--- src/rtl/rfcr_pkg.sv ---
package rfcr_pkg;

  localparam int unsigned RFCR_DATA_W = 32;
  localparam int unsigned RFCR_MIN_ADDR_W = 8;

  // Register indices; the byte address is four times the index.
  localparam logic [5:0] RFCR_IDX_GAIN    = 6'h26;
  localparam logic [5:0] RFCR_IDX_NCOND   = 6'h27;
  localparam logic [5:0] RFCR_IDX_PCW     = 6'h28;
  localparam logic [5:0] RFCR_IDX_PMOD    = 6'h29;
  localparam logic [5:0] RFCR_IDX_TMODE   = 6'h2a;
  localparam logic [5:0] RFCR_IDX_TDIV_LO = 6'h2b;
  localparam logic [5:0] RFCR_IDX_CTRL    = 6'h30;
  localparam logic [5:0] RFCR_IDX_STATUS  = 6'h31;

  localparam logic [7:0] RFCR_RST_GAIN    = 8'h48;
  localparam logic [7:0] RFCR_RST_NCOND   = 8'h88;
  localparam logic [7:0] RFCR_RST_PCW     = 8'h20;
  localparam logic [7:0] RFCR_RST_PMOD    = 8'h20;
  localparam logic [7:0] RFCR_RST_TMODE   = 8'h00;
  localparam logic [7:0] RFCR_RST_TDIV_LO = 8'h00;
  localparam logic [7:0] RFCR_RST_CTRL    = 8'h00;

  // Writable bits; everything else is reserved and reads as zero.
  localparam logic [7:0] RFCR_MASK_GAIN   = 8'h70;
  localparam logic [7:0] RFCR_MASK_FULL   = 8'hff;
  localparam logic [7:0] RFCR_MASK_P      = 8'h3f;
  localparam logic [7:0] RFCR_MASK_CTRL   = 8'h1f;

  localparam int unsigned RFCR_GAIN_LSB   = 4;
  localparam int unsigned RFCR_TIMER_AUTO_START_BIT  = 7;
  localparam int unsigned RFCR_TGATE_LSB  = 5;
  localparam int unsigned RFCR_TRLD_BIT   = 4;
  localparam int unsigned RFCR_CTRL_PD    = 0;
  localparam int unsigned RFCR_CTRL_DRVA  = 1;
  localparam int unsigned RFCR_CTRL_DRVB  = 2;
  localparam int unsigned RFCR_CTRL_ASK   = 3;
  localparam int unsigned RFCR_CTRL_EVEN  = 4;

  localparam logic [5:0] RFCR_DB_18 = 6'h12;
  localparam logic [5:0] RFCR_DB_23 = 6'h17;
  localparam logic [5:0] RFCR_DB_33 = 6'h21;
  localparam logic [5:0] RFCR_DB_38 = 6'h26;
  localparam logic [5:0] RFCR_DB_43 = 6'h2b;
  localparam logic [5:0] RFCR_DB_48 = 6'h30;

  typedef enum logic [1:0] {
    RFCR_GATE_NONE,
    RFCR_GATE_FRAME,
    RFCR_GATE_AUX,
    RFCR_GATE_UNDEF
  } rfcr_gate_t;

  typedef struct packed {
    logic                   pwrite;
    logic [RFCR_DATA_W-1:0] pwdata;
    logic [3:0]             pstrb;
  } rfcr_apb_req_t;

  typedef struct packed {
    logic       enable;
    logic [3:0] n_drv_carrier_conductance;
    logic [3:0] n_drv_mod_conductance;
    logic [5:0] p_drv_carrier_conductance;
    logic [5:0] p_drv_mod_conductance;
  } rfcr_drive_t;

  typedef struct packed {
    logic       timer_auto_start;
    rfcr_gate_t timer_gate_select;
    logic       timer_auto_reload;
    logic [11:0] divider;
    logic       timer_even_divide;
  } rfcr_timer_cfg_t;

endpackage

--- src/rtl/rfcr_config_regs.sv ---
// Contract
// - Gain code maps to 18/23/33/38/43/48 dB.
// - N-driver upper nibble is carrier conductance.
// - N-driver lower nibble sets modulation index.
// - N-driver values used only when driver on.
// - P-driver carrier field bits 5..0; 7..6 reserved.
// - P-driver modulation field ignored under full ASK.
// - Soft power-down forces every conductance MSB high, except values zeroed by full ASK or drivers off.
// - Twelve-bit divider: four mode bits, eight lower.
// - Auto-start starts timer at transmission end.
// - Gate field selects none, frame, auxiliary, undefined.
// - Auto-reload reloads at zero, else stops, flags.
// - Timer divides by 2P+1 or 2P+2.
//
// The APB register port is this design's own decision.
module rfcr_config_regs
  import rfcr_pkg::*;
#(
  parameter int unsigned ADDR_W = 8
)(
  input  wire logic                   pclk,
  input  wire logic                   presetn,
  input  wire logic                   psel,
  input  wire logic                   penable,
  input  wire logic [ADDR_W-1:0]      paddr,
  input  rfcr_apb_req_t               apb_req,
  output logic [RFCR_DATA_W-1:0]      prdata,
  output logic                        pready,
  output logic                        pslverr,
  input  wire logic                   tx_end,
  input  wire logic                   timer_at_zero,
  input  wire logic                   frame_input_pin,
  input  wire logic                   auxiliary_pin_one,
  output rfcr_drive_t                 drive,
  output logic [5:0]                  receiver_gain_db,
  output rfcr_timer_cfg_t             timer_cfg,
  output logic [12:0]                 timer_divisor,
  output logic                        timer_start,
  output logic                        timer_gate_open,
  output logic                        timer_reload,
  output logic                        timer_halt,
  output logic                        timer_irq_flag
);

  // Register indices must be reachable through the byte address.
  if (ADDR_W < RFCR_MIN_ADDR_W || ADDR_W > RFCR_DATA_W) begin : g_bad_addr_w
    $error("ADDR_W must lie between 8 and 32");
  end

  logic [7:0] receiver_gain_config;
  logic [7:0] n_driver_conductance;
  logic [7:0] p_driver_carrier_conductance;
  logic [7:0] p_driver_modulation_conductance;
  logic [7:0] timer_mode_config;
  logic [7:0] timer_divider_lower;
  logic [7:0] driver_control;

  logic [ADDR_W-1:0]      word_index;
  logic                   hit_gain;
  logic                   hit_ncond;
  logic                   hit_pcw;
  logic                   hit_pmod;
  logic                   hit_tmode;
  logic                   hit_tdiv;
  logic                   hit_ctrl;
  logic                   hit_status;
  logic                   addr_ok;
  logic                   setup_phase;
  logic                   wr_commit;
  logic [7:0]             wbyte;
  logic [RFCR_DATA_W-1:0] next_prdata;
  logic [RFCR_DATA_W-1:0] status_word;

  logic [1:0] frame_sync;
  logic [1:0] aux_sync;

  rfcr_drive_t next_drive;
  logic [5:0]  next_gain_db;
  logic [11:0] divider;
  logic [12:0] next_divisor;
  rfcr_gate_t  gate_sel;
  logic        next_gate_open;

  // Address decode.
  assign word_index = paddr >> 2;
  assign hit_gain   = word_index == ADDR_W'(RFCR_IDX_GAIN);
  assign hit_ncond  = word_index == ADDR_W'(RFCR_IDX_NCOND);
  assign hit_pcw    = word_index == ADDR_W'(RFCR_IDX_PCW);
  assign hit_pmod   = word_index == ADDR_W'(RFCR_IDX_PMOD);
  assign hit_tmode  = word_index == ADDR_W'(RFCR_IDX_TMODE);
  assign hit_tdiv   = word_index == ADDR_W'(RFCR_IDX_TDIV_LO);
  assign hit_ctrl   = word_index == ADDR_W'(RFCR_IDX_CTRL);
  assign hit_status = word_index == ADDR_W'(RFCR_IDX_STATUS);
  assign addr_ok    = hit_gain | hit_ncond | hit_pcw | hit_pmod | hit_tmode
                    | hit_tdiv | hit_ctrl | hit_status;

  assign setup_phase = psel & ~penable;
  // Only the low byte lane carries register data; other lanes are ignored.
  assign wr_commit = psel & penable & pready & apb_req.pwrite
                   & apb_req.pstrb[0] & addr_ok;
  assign wbyte = apb_req.pwdata[7:0];

  // No wait states: the answer is prepared during the setup cycle.
  always_ff @(posedge pclk or negedge presetn) begin
    if (!presetn) begin
      pready <= 1'b0;
    end else begin
      pready <= setup_phase;
    end
  end

  always_ff @(posedge pclk or negedge presetn) begin
    if (!presetn) begin
      pslverr <= 1'b0;
    end else begin
      pslverr <= setup_phase & ~addr_ok;
    end
  end

  always_ff @(posedge pclk or negedge presetn) begin
    if (!presetn) begin
      prdata <= '0;
    end else if (setup_phase) begin
      prdata <= next_prdata;
    end else if (pready) begin
      prdata <= '0;
    end
  end

  assign status_word = {
    next_gate_open,
    drive.enable,
    receiver_gain_db,
    2'b00,
    drive.p_drv_mod_conductance,
    2'b00,
    drive.p_drv_carrier_conductance,
    drive.n_drv_carrier_conductance,
    drive.n_drv_mod_conductance
  };

  always_comb begin
    next_prdata = '0;
    if (!apb_req.pwrite) begin
      unique case (1'b1)
        hit_gain:   next_prdata[7:0] = receiver_gain_config & RFCR_MASK_GAIN;
        hit_ncond:  next_prdata[7:0] = n_driver_conductance;
        hit_pcw:    next_prdata[7:0] = p_driver_carrier_conductance & RFCR_MASK_P;
        hit_pmod:   next_prdata[7:0] = p_driver_modulation_conductance & RFCR_MASK_P;
        hit_tmode:  next_prdata[7:0] = timer_mode_config;
        hit_tdiv:   next_prdata[7:0] = timer_divider_lower;
        hit_ctrl:   next_prdata[7:0] = driver_control & RFCR_MASK_CTRL;
        hit_status: next_prdata = status_word;
        default:    next_prdata = '0;
      endcase
    end
  end

  // Reserved bits keep their reset pattern and never take written data.
  always_ff @(posedge pclk or negedge presetn) begin
    if (!presetn) begin
      receiver_gain_config <= RFCR_RST_GAIN;
    end else if (wr_commit && hit_gain) begin
      receiver_gain_config <= (receiver_gain_config & ~RFCR_MASK_GAIN)
                            | (wbyte & RFCR_MASK_GAIN);
    end
  end

  always_ff @(posedge pclk or negedge presetn) begin
    if (!presetn) begin
      n_driver_conductance <= RFCR_RST_NCOND;
    end else if (wr_commit && hit_ncond) begin
      n_driver_conductance <= wbyte;
    end
  end

  always_ff @(posedge pclk or negedge presetn) begin
    if (!presetn) begin
      p_driver_carrier_conductance <= RFCR_RST_PCW;
    end else if (wr_commit && hit_pcw) begin
      p_driver_carrier_conductance <= wbyte & RFCR_MASK_P;
    end
  end

  always_ff @(posedge pclk or negedge presetn) begin
    if (!presetn) begin
      p_driver_modulation_conductance <= RFCR_RST_PMOD;
    end else if (wr_commit && hit_pmod) begin
      p_driver_modulation_conductance <= wbyte & RFCR_MASK_P;
    end
  end

  always_ff @(posedge pclk or negedge presetn) begin
    if (!presetn) begin
      timer_mode_config <= RFCR_RST_TMODE;
    end else if (wr_commit && hit_tmode) begin
      timer_mode_config <= wbyte & RFCR_MASK_FULL;
    end
  end

  always_ff @(posedge pclk or negedge presetn) begin
    if (!presetn) begin
      timer_divider_lower <= RFCR_RST_TDIV_LO;
    end else if (wr_commit && hit_tdiv) begin
      timer_divider_lower <= wbyte;
    end
  end

  always_ff @(posedge pclk or negedge presetn) begin
    if (!presetn) begin
      driver_control <= RFCR_RST_CTRL;
    end else if (wr_commit && hit_ctrl) begin
      driver_control <= wbyte & RFCR_MASK_CTRL;
    end
  end

  rfcr_drive_shaper u_shaper (
    .n_driver_conductance            (n_driver_conductance),
    .p_driver_carrier_conductance    (p_driver_carrier_conductance),
    .p_driver_modulation_conductance (p_driver_modulation_conductance),
    .soft_power_down                 (driver_control[RFCR_CTRL_PD]),
    .antenna_driver_a                (driver_control[RFCR_CTRL_DRVA]),
    .antenna_driver_b                (driver_control[RFCR_CTRL_DRVB]),
    .forced_full_depth_ask           (driver_control[RFCR_CTRL_ASK]),
    .drive                           (next_drive)
  );

  always_ff @(posedge pclk or negedge presetn) begin
    if (!presetn) begin
      drive <= '0;
    end else begin
      drive <= next_drive;
    end
  end

  always_comb begin
    unique case (receiver_gain_config[RFCR_GAIN_LSB +: 3])
      3'h0, 3'h2: next_gain_db = RFCR_DB_18;
      3'h1, 3'h3: next_gain_db = RFCR_DB_23;
      3'h4:       next_gain_db = RFCR_DB_33;
      3'h5:       next_gain_db = RFCR_DB_38;
      3'h6:       next_gain_db = RFCR_DB_43;
      3'h7:       next_gain_db = RFCR_DB_48;
    endcase
  end

  always_ff @(posedge pclk or negedge presetn) begin
    if (!presetn) begin
      receiver_gain_db <= RFCR_DB_33;
    end else begin
      receiver_gain_db <= next_gain_db;
    end
  end

  assign divider = {timer_mode_config[3:0], timer_divider_lower};
  assign gate_sel = rfcr_gate_t'(timer_mode_config[RFCR_TGATE_LSB +: 2]);

  // The 13.56 MHz reference is divided by 2P+1, or 2P+2 when even.
  always_comb begin
    next_divisor = {divider, 1'b0} + 13'h0001;
    if (driver_control[RFCR_CTRL_EVEN]) begin
      next_divisor = {divider, 1'b0} + 13'h0002;
    end
  end

  always_ff @(posedge pclk or negedge presetn) begin
    if (!presetn) begin
      timer_divisor <= 13'h0001;
    end else begin
      timer_divisor <= next_divisor;
    end
  end

  always_ff @(posedge pclk or negedge presetn) begin
    if (!presetn) begin
      timer_cfg <= '0;
    end else begin
      timer_cfg.timer_auto_start  <= timer_mode_config[RFCR_TIMER_AUTO_START_BIT];
      timer_cfg.timer_gate_select <= gate_sel;
      timer_cfg.timer_auto_reload <= timer_mode_config[RFCR_TRLD_BIT];
      timer_cfg.divider           <= divider;
      timer_cfg.timer_even_divide <= driver_control[RFCR_CTRL_EVEN];
    end
  end

  // Gate pins are asynchronous to pclk.
  always_ff @(posedge pclk or negedge presetn) begin
    if (!presetn) begin
      frame_sync <= 2'b00;
      aux_sync   <= 2'b00;
    end else begin
      frame_sync <= {frame_sync[0], frame_input_pin};
      aux_sync   <= {aux_sync[0], auxiliary_pin_one};
    end
  end

  // The undefined gate code keeps the timer closed rather than guessing.
  always_comb begin
    unique case (gate_sel)
      RFCR_GATE_NONE:  next_gate_open = 1'b1;
      RFCR_GATE_FRAME: next_gate_open = frame_sync[1];
      RFCR_GATE_AUX:   next_gate_open = aux_sync[1];
      RFCR_GATE_UNDEF: next_gate_open = 1'b0;
    endcase
  end

  always_ff @(posedge pclk or negedge presetn) begin
    if (!presetn) begin
      timer_gate_open <= 1'b0;
    end else begin
      timer_gate_open <= next_gate_open;
    end
  end

  always_ff @(posedge pclk or negedge presetn) begin
    if (!presetn) begin
      timer_start <= 1'b0;
    end else begin
      timer_start <= tx_end & timer_mode_config[RFCR_TIMER_AUTO_START_BIT];
    end
  end

  always_ff @(posedge pclk or negedge presetn) begin
    if (!presetn) begin
      timer_reload <= 1'b0;
    end else begin
      timer_reload <= timer_at_zero & timer_mode_config[RFCR_TRLD_BIT];
    end
  end

  always_ff @(posedge pclk or negedge presetn) begin
    if (!presetn) begin
      timer_halt <= 1'b0;
    end else begin
      timer_halt <= timer_at_zero & ~timer_mode_config[RFCR_TRLD_BIT];
    end
  end

  // The flag follows timer_at_zero one cycle later while auto-reload is off and is not held; holding and clearing it is left to the interrupt logic.
  always_ff @(posedge pclk or negedge presetn) begin
    if (!presetn) begin
      timer_irq_flag <= 1'b0;
    end else begin
      timer_irq_flag <= timer_at_zero & ~timer_mode_config[RFCR_TRLD_BIT];
    end
  end

endmodule

--- src/rtl/rfcr_drive_shaper.sv ---
module rfcr_drive_shaper
  import rfcr_pkg::*;
(
  input  wire logic [7:0] n_driver_conductance,
  input  wire logic [7:0] p_driver_carrier_conductance,
  input  wire logic [7:0] p_driver_modulation_conductance,
  input  wire logic       soft_power_down,
  input  wire logic       antenna_driver_a,
  input  wire logic       antenna_driver_b,
  input  wire logic       forced_full_depth_ask,
  output rfcr_drive_t     drive
);

  logic [3:0] n_cw;
  logic [3:0] n_mod;
  logic [5:0] p_cw;
  logic [5:0] p_mod;

  always_comb begin
    n_cw  = n_driver_conductance[7:4];
    n_mod = n_driver_conductance[3:0];
    p_cw  = p_driver_carrier_conductance[5:0];
    p_mod = p_driver_modulation_conductance[5:0];
    if (soft_power_down) begin
      n_cw[3]  = 1'b1;
      n_mod[3] = 1'b1;
      p_cw[5]  = 1'b1;
      p_mod[5] = 1'b1;
    end
    // Full-depth keying switches the p-driver off while modulating.
    if (forced_full_depth_ask) begin
      p_mod = 6'h00;
    end
    drive.enable = antenna_driver_a | antenna_driver_b;
    drive.n_drv_carrier_conductance = drive.enable ? n_cw : 4'h0;
    drive.n_drv_mod_conductance     = drive.enable ? n_mod : 4'h0;
    drive.p_drv_carrier_conductance = p_cw;
    drive.p_drv_mod_conductance     = p_mod;
  end

endmodule

--- config.mk ---
export PLATFORM = sky130hd
export DESIGN_NAME = rfcr_config_regs
export DESIGN_NICKNAME = d
export VERILOG_FILES = /design/src/rtl/rfcr_pkg.sv /design/src/rtl/rfcr_config_regs.sv /design/src/rtl/rfcr_drive_shaper.sv
export SDC_FILE = /design/constraint.sdc
export NUM_CORES = 1
export LEC_CHECK = 0
export BUFFER_PORTS_ARGS = -buffer_cell sky130_fd_sc_hd__buf_2
export CAP_MARGIN = 20
export CORE_UTILIZATION = 47
export CTS_CLUSTER_DIAMETER = 50
export DETAILED_ROUTE_END_ITERATION = 8
export PLACE_DENSITY = 0.76
export SYNTH_ARGS = -nofsm -noshare
export SYNTH_HDL_FRONTEND = slang
export SYNTH_SLANG_ARGS = --single-unit
export TNS_END_PERCENT = 5
--- constraint.sdc ---
create_clock -name pclk -period 1.5 [get_ports pclk]
set_input_delay 0.3 -clock pclk [delete_from_list [all_inputs] [get_ports pclk]]
set_output_delay 0.3 -clock pclk [all_outputs]
set_load 0.03 [all_outputs]
---- Yosys cells after proc, flatten, opt, wreduce, memory -nomap -nowiden ----
Memories as Yosys holds them, arrays and structs flattened. A register that Yosys moved wholly into a read port is not among the register bits.
Index checks and enable logic that the tools add are counted.
word-level totals
  register bits after elaboration ......... 142
  memory bits (read-only) ................. 48
  output and inout port bits .............. 96
  memories ................................ 1
  bits of input ports ..................... 53
operators by class
  $add $sub $neg .......................... 2
  muxes and demuxes ....................... 14
  reductions and logical operators ........ 10
  equal/unequal tests ..................... 11
  bitwise gates (word level) .............. 22
memories
  memory           depth  width  read ports  clocked after memory_dff  write ports  line                     text
  (no name shown)  8      6      1           1                         0            rfcr_config_regs.sv:237  unique case (receiver_gain_config[RFCR_GAIN_LSB +: 3])
operators by type and width
  operator                                             count
  two-way mux 32 bit                                   3
  one-hot mux 8 bit (8 select lines)                   1
  equality test 6 bit, second input constant           8
  two-way mux 24 bit                                   1
  adder 13 x 1 -> 13 bit, second input constant        1
  adder 13 x 2 -> 13 bit, second input constant        1
  two-way mux 13 bit                                   1
  AND 1 bit                                            10
  two-way mux 4 bit                                    2
  bitwise OR 1 bit                                     8
  bitwise OR 8 x 7 -> 8 bit                            1
  logical AND 1 bit                                    7
  two-way mux 6 bit                                    1
  equality test 2 bit, second input constant           2
  two-way mux 1 bit                                    4
  one-hot mux 1 bit (4 select lines)                   1
  NOT 1 bit                                            3
  equality test 2 x 1 -> 1 bit, second input constant  1
  zero test 2 bit                                      1
  nonzero test 2 bit                                   1
  zero test 1 bit                                      1

---- Depth between registers and ports, before layout ----
  depth in word-level cells ............... 10
  mapped depth ............................ 7
  gate-level depth less buffers ........... 5

---- By module ----
Synthesis repeated with hierarchy kept, for this count alone.
unflattened totals
  cells, all modules ...................... 387
  area total of the unflattened synthesis .. 5484.0 um^2
by module, submodules not included
  module             cells an instance  sequential area each (um^2)  area an instance (um^2)  times used
  rfcr_config_regs   364                3488.3                       5311.3                   1
  rfcr_drive_shaper  23                 0.0                          172.7                    1

---- Worst setup path after synthesis ----
No wires, ideal clock.
  kind .................................... register to register
  start ................................... register pready
  end ..................................... register timer_mode_config[0]
  path slack .............................. -0.176 ns
  cell stages (with the launch flop) ...... 5
  setup time .............................. 0.125 ns
  period minus slack after synthesis ...... 1.676 ns
  data arrival time ....................... 1.551 ns
  cell sequence ........................... dfrtp_1 nand2_1 nor4_2 nand2_1 mux2_2
on the way
  word-level cells in the longest chain between the ends .. 5
ends and longest elaborated chain
  item                    line                     text
  start, declared         rfcr_config_regs.sv:28   output logic pready,
  start signal, assigned  rfcr_config_regs.sv:108  pready <= setup_phase;
  AND 1 bit (2 in a row)  rfcr_config_regs.sv:99   assign wr_commit = psel & penable & pready & apb_req.pwrite
  AND 1 bit (2 in a row)  rfcr_config_regs.sv:100  & apb_req.pstrb[0] & addr_ok;
  logical AND 1 bit       rfcr_config_regs.sv:196  end else if (wr_commit && hit_tmode) begin
  end signal, assigned    rfcr_config_regs.sv:197  timer_mode_config <= wbyte & RFCR_MASK_FULL;
  end, declared           rfcr_config_regs.sv:54   logic [7:0] timer_mode_config;
Every way passes these cells.
A chain may end at the register's enable or synchronous reset.

---- Worst setup path after layout ----
  start ................................... register pready
  end ..................................... register p_driver_modulation_conductance[4]
on the way
  word-level cells in the longest chain between the ends .. 5
ends and longest elaborated chain
  item                    line                     text
  AND 1 bit (2 in a row)  rfcr_config_regs.sv:99
  AND 1 bit (2 in a row)  rfcr_config_regs.sv:100
  logical AND 1 bit       rfcr_config_regs.sv:188  end else if (wr_commit && hit_pmod) begin
  end signal, assigned    rfcr_config_regs.sv:189  p_driver_modulation_conductance <= wbyte & RFCR_MASK_P;
  end, declared           rfcr_config_regs.sv:53   logic [7:0] p_driver_modulation_conductance;
Every way passes these cells.

==> out/results.md <==
| Parameter | Reported |
| --- | --- |
| Slowest stage cell, crit path | sky130_fd_sc_hd__dfrtp_2 |
| Latest clock arrival within the worst-skew pair | 0.41 ns |
| Maximum number of pins on one net before global-route repair | 42 |
| Area of the core | 11,000 µm² |
| Count of pins on the block boundary | 149 |
| Number of cells in the finished layout apart from fillers | 708 |
| Async SR Flop Fraction | 100% |
| Starting density of the core | 48.7% |
| Core occupancy in the finished layout | 64.7% |
| Number of post-CTS setup repair buffers | 0 |
| WHS Path Cells | 2 |
| Floorplan die area | 11,800 µm² |
| Data required time of the critical path | 1.79 ns |
| Total setup violations reported at the end of the flow | 0 |
| Buffers from clock root to sink, at most | 2 |
| Root Buffer | sky130_fd_sc_hd__clkbuf_16 |
| Number of storage elements in the synthesis netlist | 139 |
| Type of the worst min-delay path | input pin to flop |
| Most common cell after layout, fill and taps aside | sky130_fd_sc_hd__dfrtp_1 |
| Number of search-and-repair iterations in the first detailed-routing pass | 5 |
| Fraction of final layout cells with drive strength greater than 1 | 44.8% |
| Post-Synthesis Cells | 388 |
| Die span in x | 109 µm |
| Most frequently used flop master after synthesis | sky130_fd_sc_hd__dfrtp_1 |
| R2r endpoint | p_driver_modulation_conductance[4] |
| Library cell occupying the most area in the post-synthesis netlist | sky130_fd_sc_hd__dfrtp_1 |
| Worst setup slack for register-to-register paths | 0.03 ns |
| Drt drc | 0 |
| Netlist area before placement | 5350 µm² |
| GRT Overall Usage | 22.5% |
| Unique cell type count in the Yosys netlist | 42 |
| Via count of the first global-routing pass | 3,802 |
| Count of cells along the worst register-to-register path | 5 |
| Site Rows | 38 |
| Final Net Count | 611 |
| Per-instance average area after synthesis | 13.8 µm² |
| Routed vias | 3,708 |
| Initial antenna violation count | 1 |
| Ordered list of cells on the worst path | nand2_2 > nor3_4 > buf_4 > and3_4 > mux2_4 |
| Area taken by flip-flops and latches | 3490 µm² |
| Count of pins over their slew limit | 0 |
| Final instance area | 7100 µm² |
| Die span in y | 109 µm |
| Clock slew seen by the registers of the worst setup and hold paths | 0.06 ns |
| FILL cells | 794 |
| Commonest cells after routing, fill and taps aside | sky130_fd_sc_hd__dfrtp_1, sky130_fd_sc_hd__buf_2, sky130_fd_sc_hd__mux2_2 |
| Power per standard cell area | 1130 nW/µm² |
| Number of cells after detailed placement | 672 |
| Final count of hold timing violations | 0 |
| Main area contributors after synthesis | sky130_fd_sc_hd__dfrtp_1, sky130_fd_sc_hd__mux2_2, sky130_fd_sc_hd__dfstp_2, sky130_fd_sc_hd__a22o_1, sky130_fd_sc_hd__mux2i_1 |
| Portion of synthesized cell area occupied by the leading cell type | 61.3% |
| Largest fanout on the critical path | 6 |
| Placed standard-cell area | 6490 µm² |
| CP peak stage delay | 0.36 ns |
| Vias/cell | 5.24 |
| DPL Wire Length | 8820 µm |
| Achievable frequency | 0.681 GHz |
| Critical setup path kind | flop to flop |
| CP arrival | 1.76 ns |
| Final clock period utilization by the worst path | 97.9% |
| Nature of the critical path startpoint | flop |
| Total clock sinks | 139 |
| Hold Path Origin | tx_end |
| Final Skew | 0.00685 ns |
| TritonCTS clock tree | built |
| Post-detailed-route count of antenna-violating nets | 0 |
| Yosys Warn Count | 0 |
| Placer's final routability congestion estimate | 0.834 |
| WL per Instance | 17.2 µm |
| DRT iter0 DRCs | 151 |
| Post-layout min period | 1.47 ns |
| Reg2Reg Launch Point | pready |
| Total wire length | 12,200 µm |
| Endpoint of the worst hold-timing path | timer_start |
| First-pass GRT wire length | 19,300 µm |
| Maximum ir drop on the vdd rail | 834 µV |
| Sequential fraction of the synthesis area | 65.2% |
| Post-synth EDFFs | 0 |
| Footprint of the multi-input gates | 1800 µm² |
| Outcome | complete, no violations |
| Capturing element type of the critical path | flop |
| Leakage power figure | 3.77 nW |
| Max-cap violations | 0 |
| Overflow left after global routing | 0 |
| Clock buffers created by TritonCTS | 17 |
| Port Buffers | 115 |
| H-tree depth | 4 |
| Synthesis-to-finish area growth | 32.8% |
## sequential cells by signal, summed over array words and instances, names as in the netlist, 8 cells and up
register,cells
drive,21
n_driver_conductance,8
prdata,28
timer_cfg,17
timer_divider_lower,8
timer_divisor,13
timer_mode_config,8
## metal layers
layer	vias to the layer above	track usage (%)	wire, µm
met1	1878	27.7	5240
met3	10	7.05	747
met4	0	9.85	132
met5	-	0	0
li1	1698	-	-
met2	122	36.7	6040
## cells by family after synthesis
family	after synthesis	share of synthesized area (%)
XOR/XNOR	12	1.97
multiplexers	64	13.1
flip-flops	139	65.2
AND/OR/NAND/NOR	93	9.10
buffers and inverters	26	2.62
AO/OA/AOI/OAI	49	6.95
adder cells (fa/ha/maj)	4	0.936
other	1	0.0701
## stage by stage
stage / TNS (ns) / hold WS, ns / power, mW / setup slack, ns
detailed placement: -9.38 / 0.217 / 4.23 / -0.181
CTS: 0 / 0.0836 / 8.10 / 0.0303
global placement: -8.07 / 0.207 / 4.21 / -0.165
floorplan: -0.846 / 0.00441 / 3.99 / -0.0907
global route: -0.0192 / 0.0896 / 8.30 / -0.00863
finish: 0 / 0.0990 / 8.02 / 0.0311
## synth_stat cells (all sizes together), types with 2 or more instances
cell type / n
nor2b: 15
and3: 5
xor2: 2
buf: 14
ha: 4
inv: 7
mux2: 49
dfrtp: 131
a22o: 22
and2: 5
xnor2: 10
clkbuf: 5
o21ai: 10
nor4: 3
nand4: 3
dfstp: 8
nor3: 3
or3: 2
nand2: 26
a21oi: 2
nand2b: 4
mux2i: 15
a221oi: 6
o22ai: 5
nor2: 15
nand3: 7
nand3b: 2
## timing repair
item	CTS	global route
pin swaps	1	0
endpoints found under the setup margin	22	11
gates resized for setup	2	4
gates cloned	0	0
endpoints found under the hold margin	27	0
hold buffers	3	0
## how the worst max path moves through the flow
stage | start | end | cells after the start | slack [ns]
floorplan | paddr[6] | p_driver_modulation_conductance[0] | 6 | -0.09
global placement | psel | n_driver_conductance[0] | 6 | -0.16
detailed placement | paddr[4] | p_driver_modulation_conductance[4] | 6 | -0.18
CTS | pready | n_driver_conductance[0] | 5 | 0.03
global route | pready | p_driver_modulation_conductance[4] | 5 | -0.009
finish | pready | p_driver_modulation_conductance[4] | 5 | 0.03
## critical path: cells and delay by family (launching register included)
kind	cells	cell delay (ns)
and+or+nand+nor	3	0.54
buffers and inverters	1	0.15
muxes	1	0.31
DFF	1	0.36
## layout make-up
type	count	area share (%)
inverter	7	0.405
tap	140	2.47
clock inverter	7	0.933
clock buffer	25	6.83
antenna	1	0.0352
multi-input combinational	226	25.4
sequential	139	49.1
timing repair buffer	163	14.8
## power breakdown
group	internal, mW	switching (mW)
clock network	2.40	1.45
logic	0.139	0.240
registers	3.78	0.0115
No activity file was read; power rests on OpenSTA's default activity.
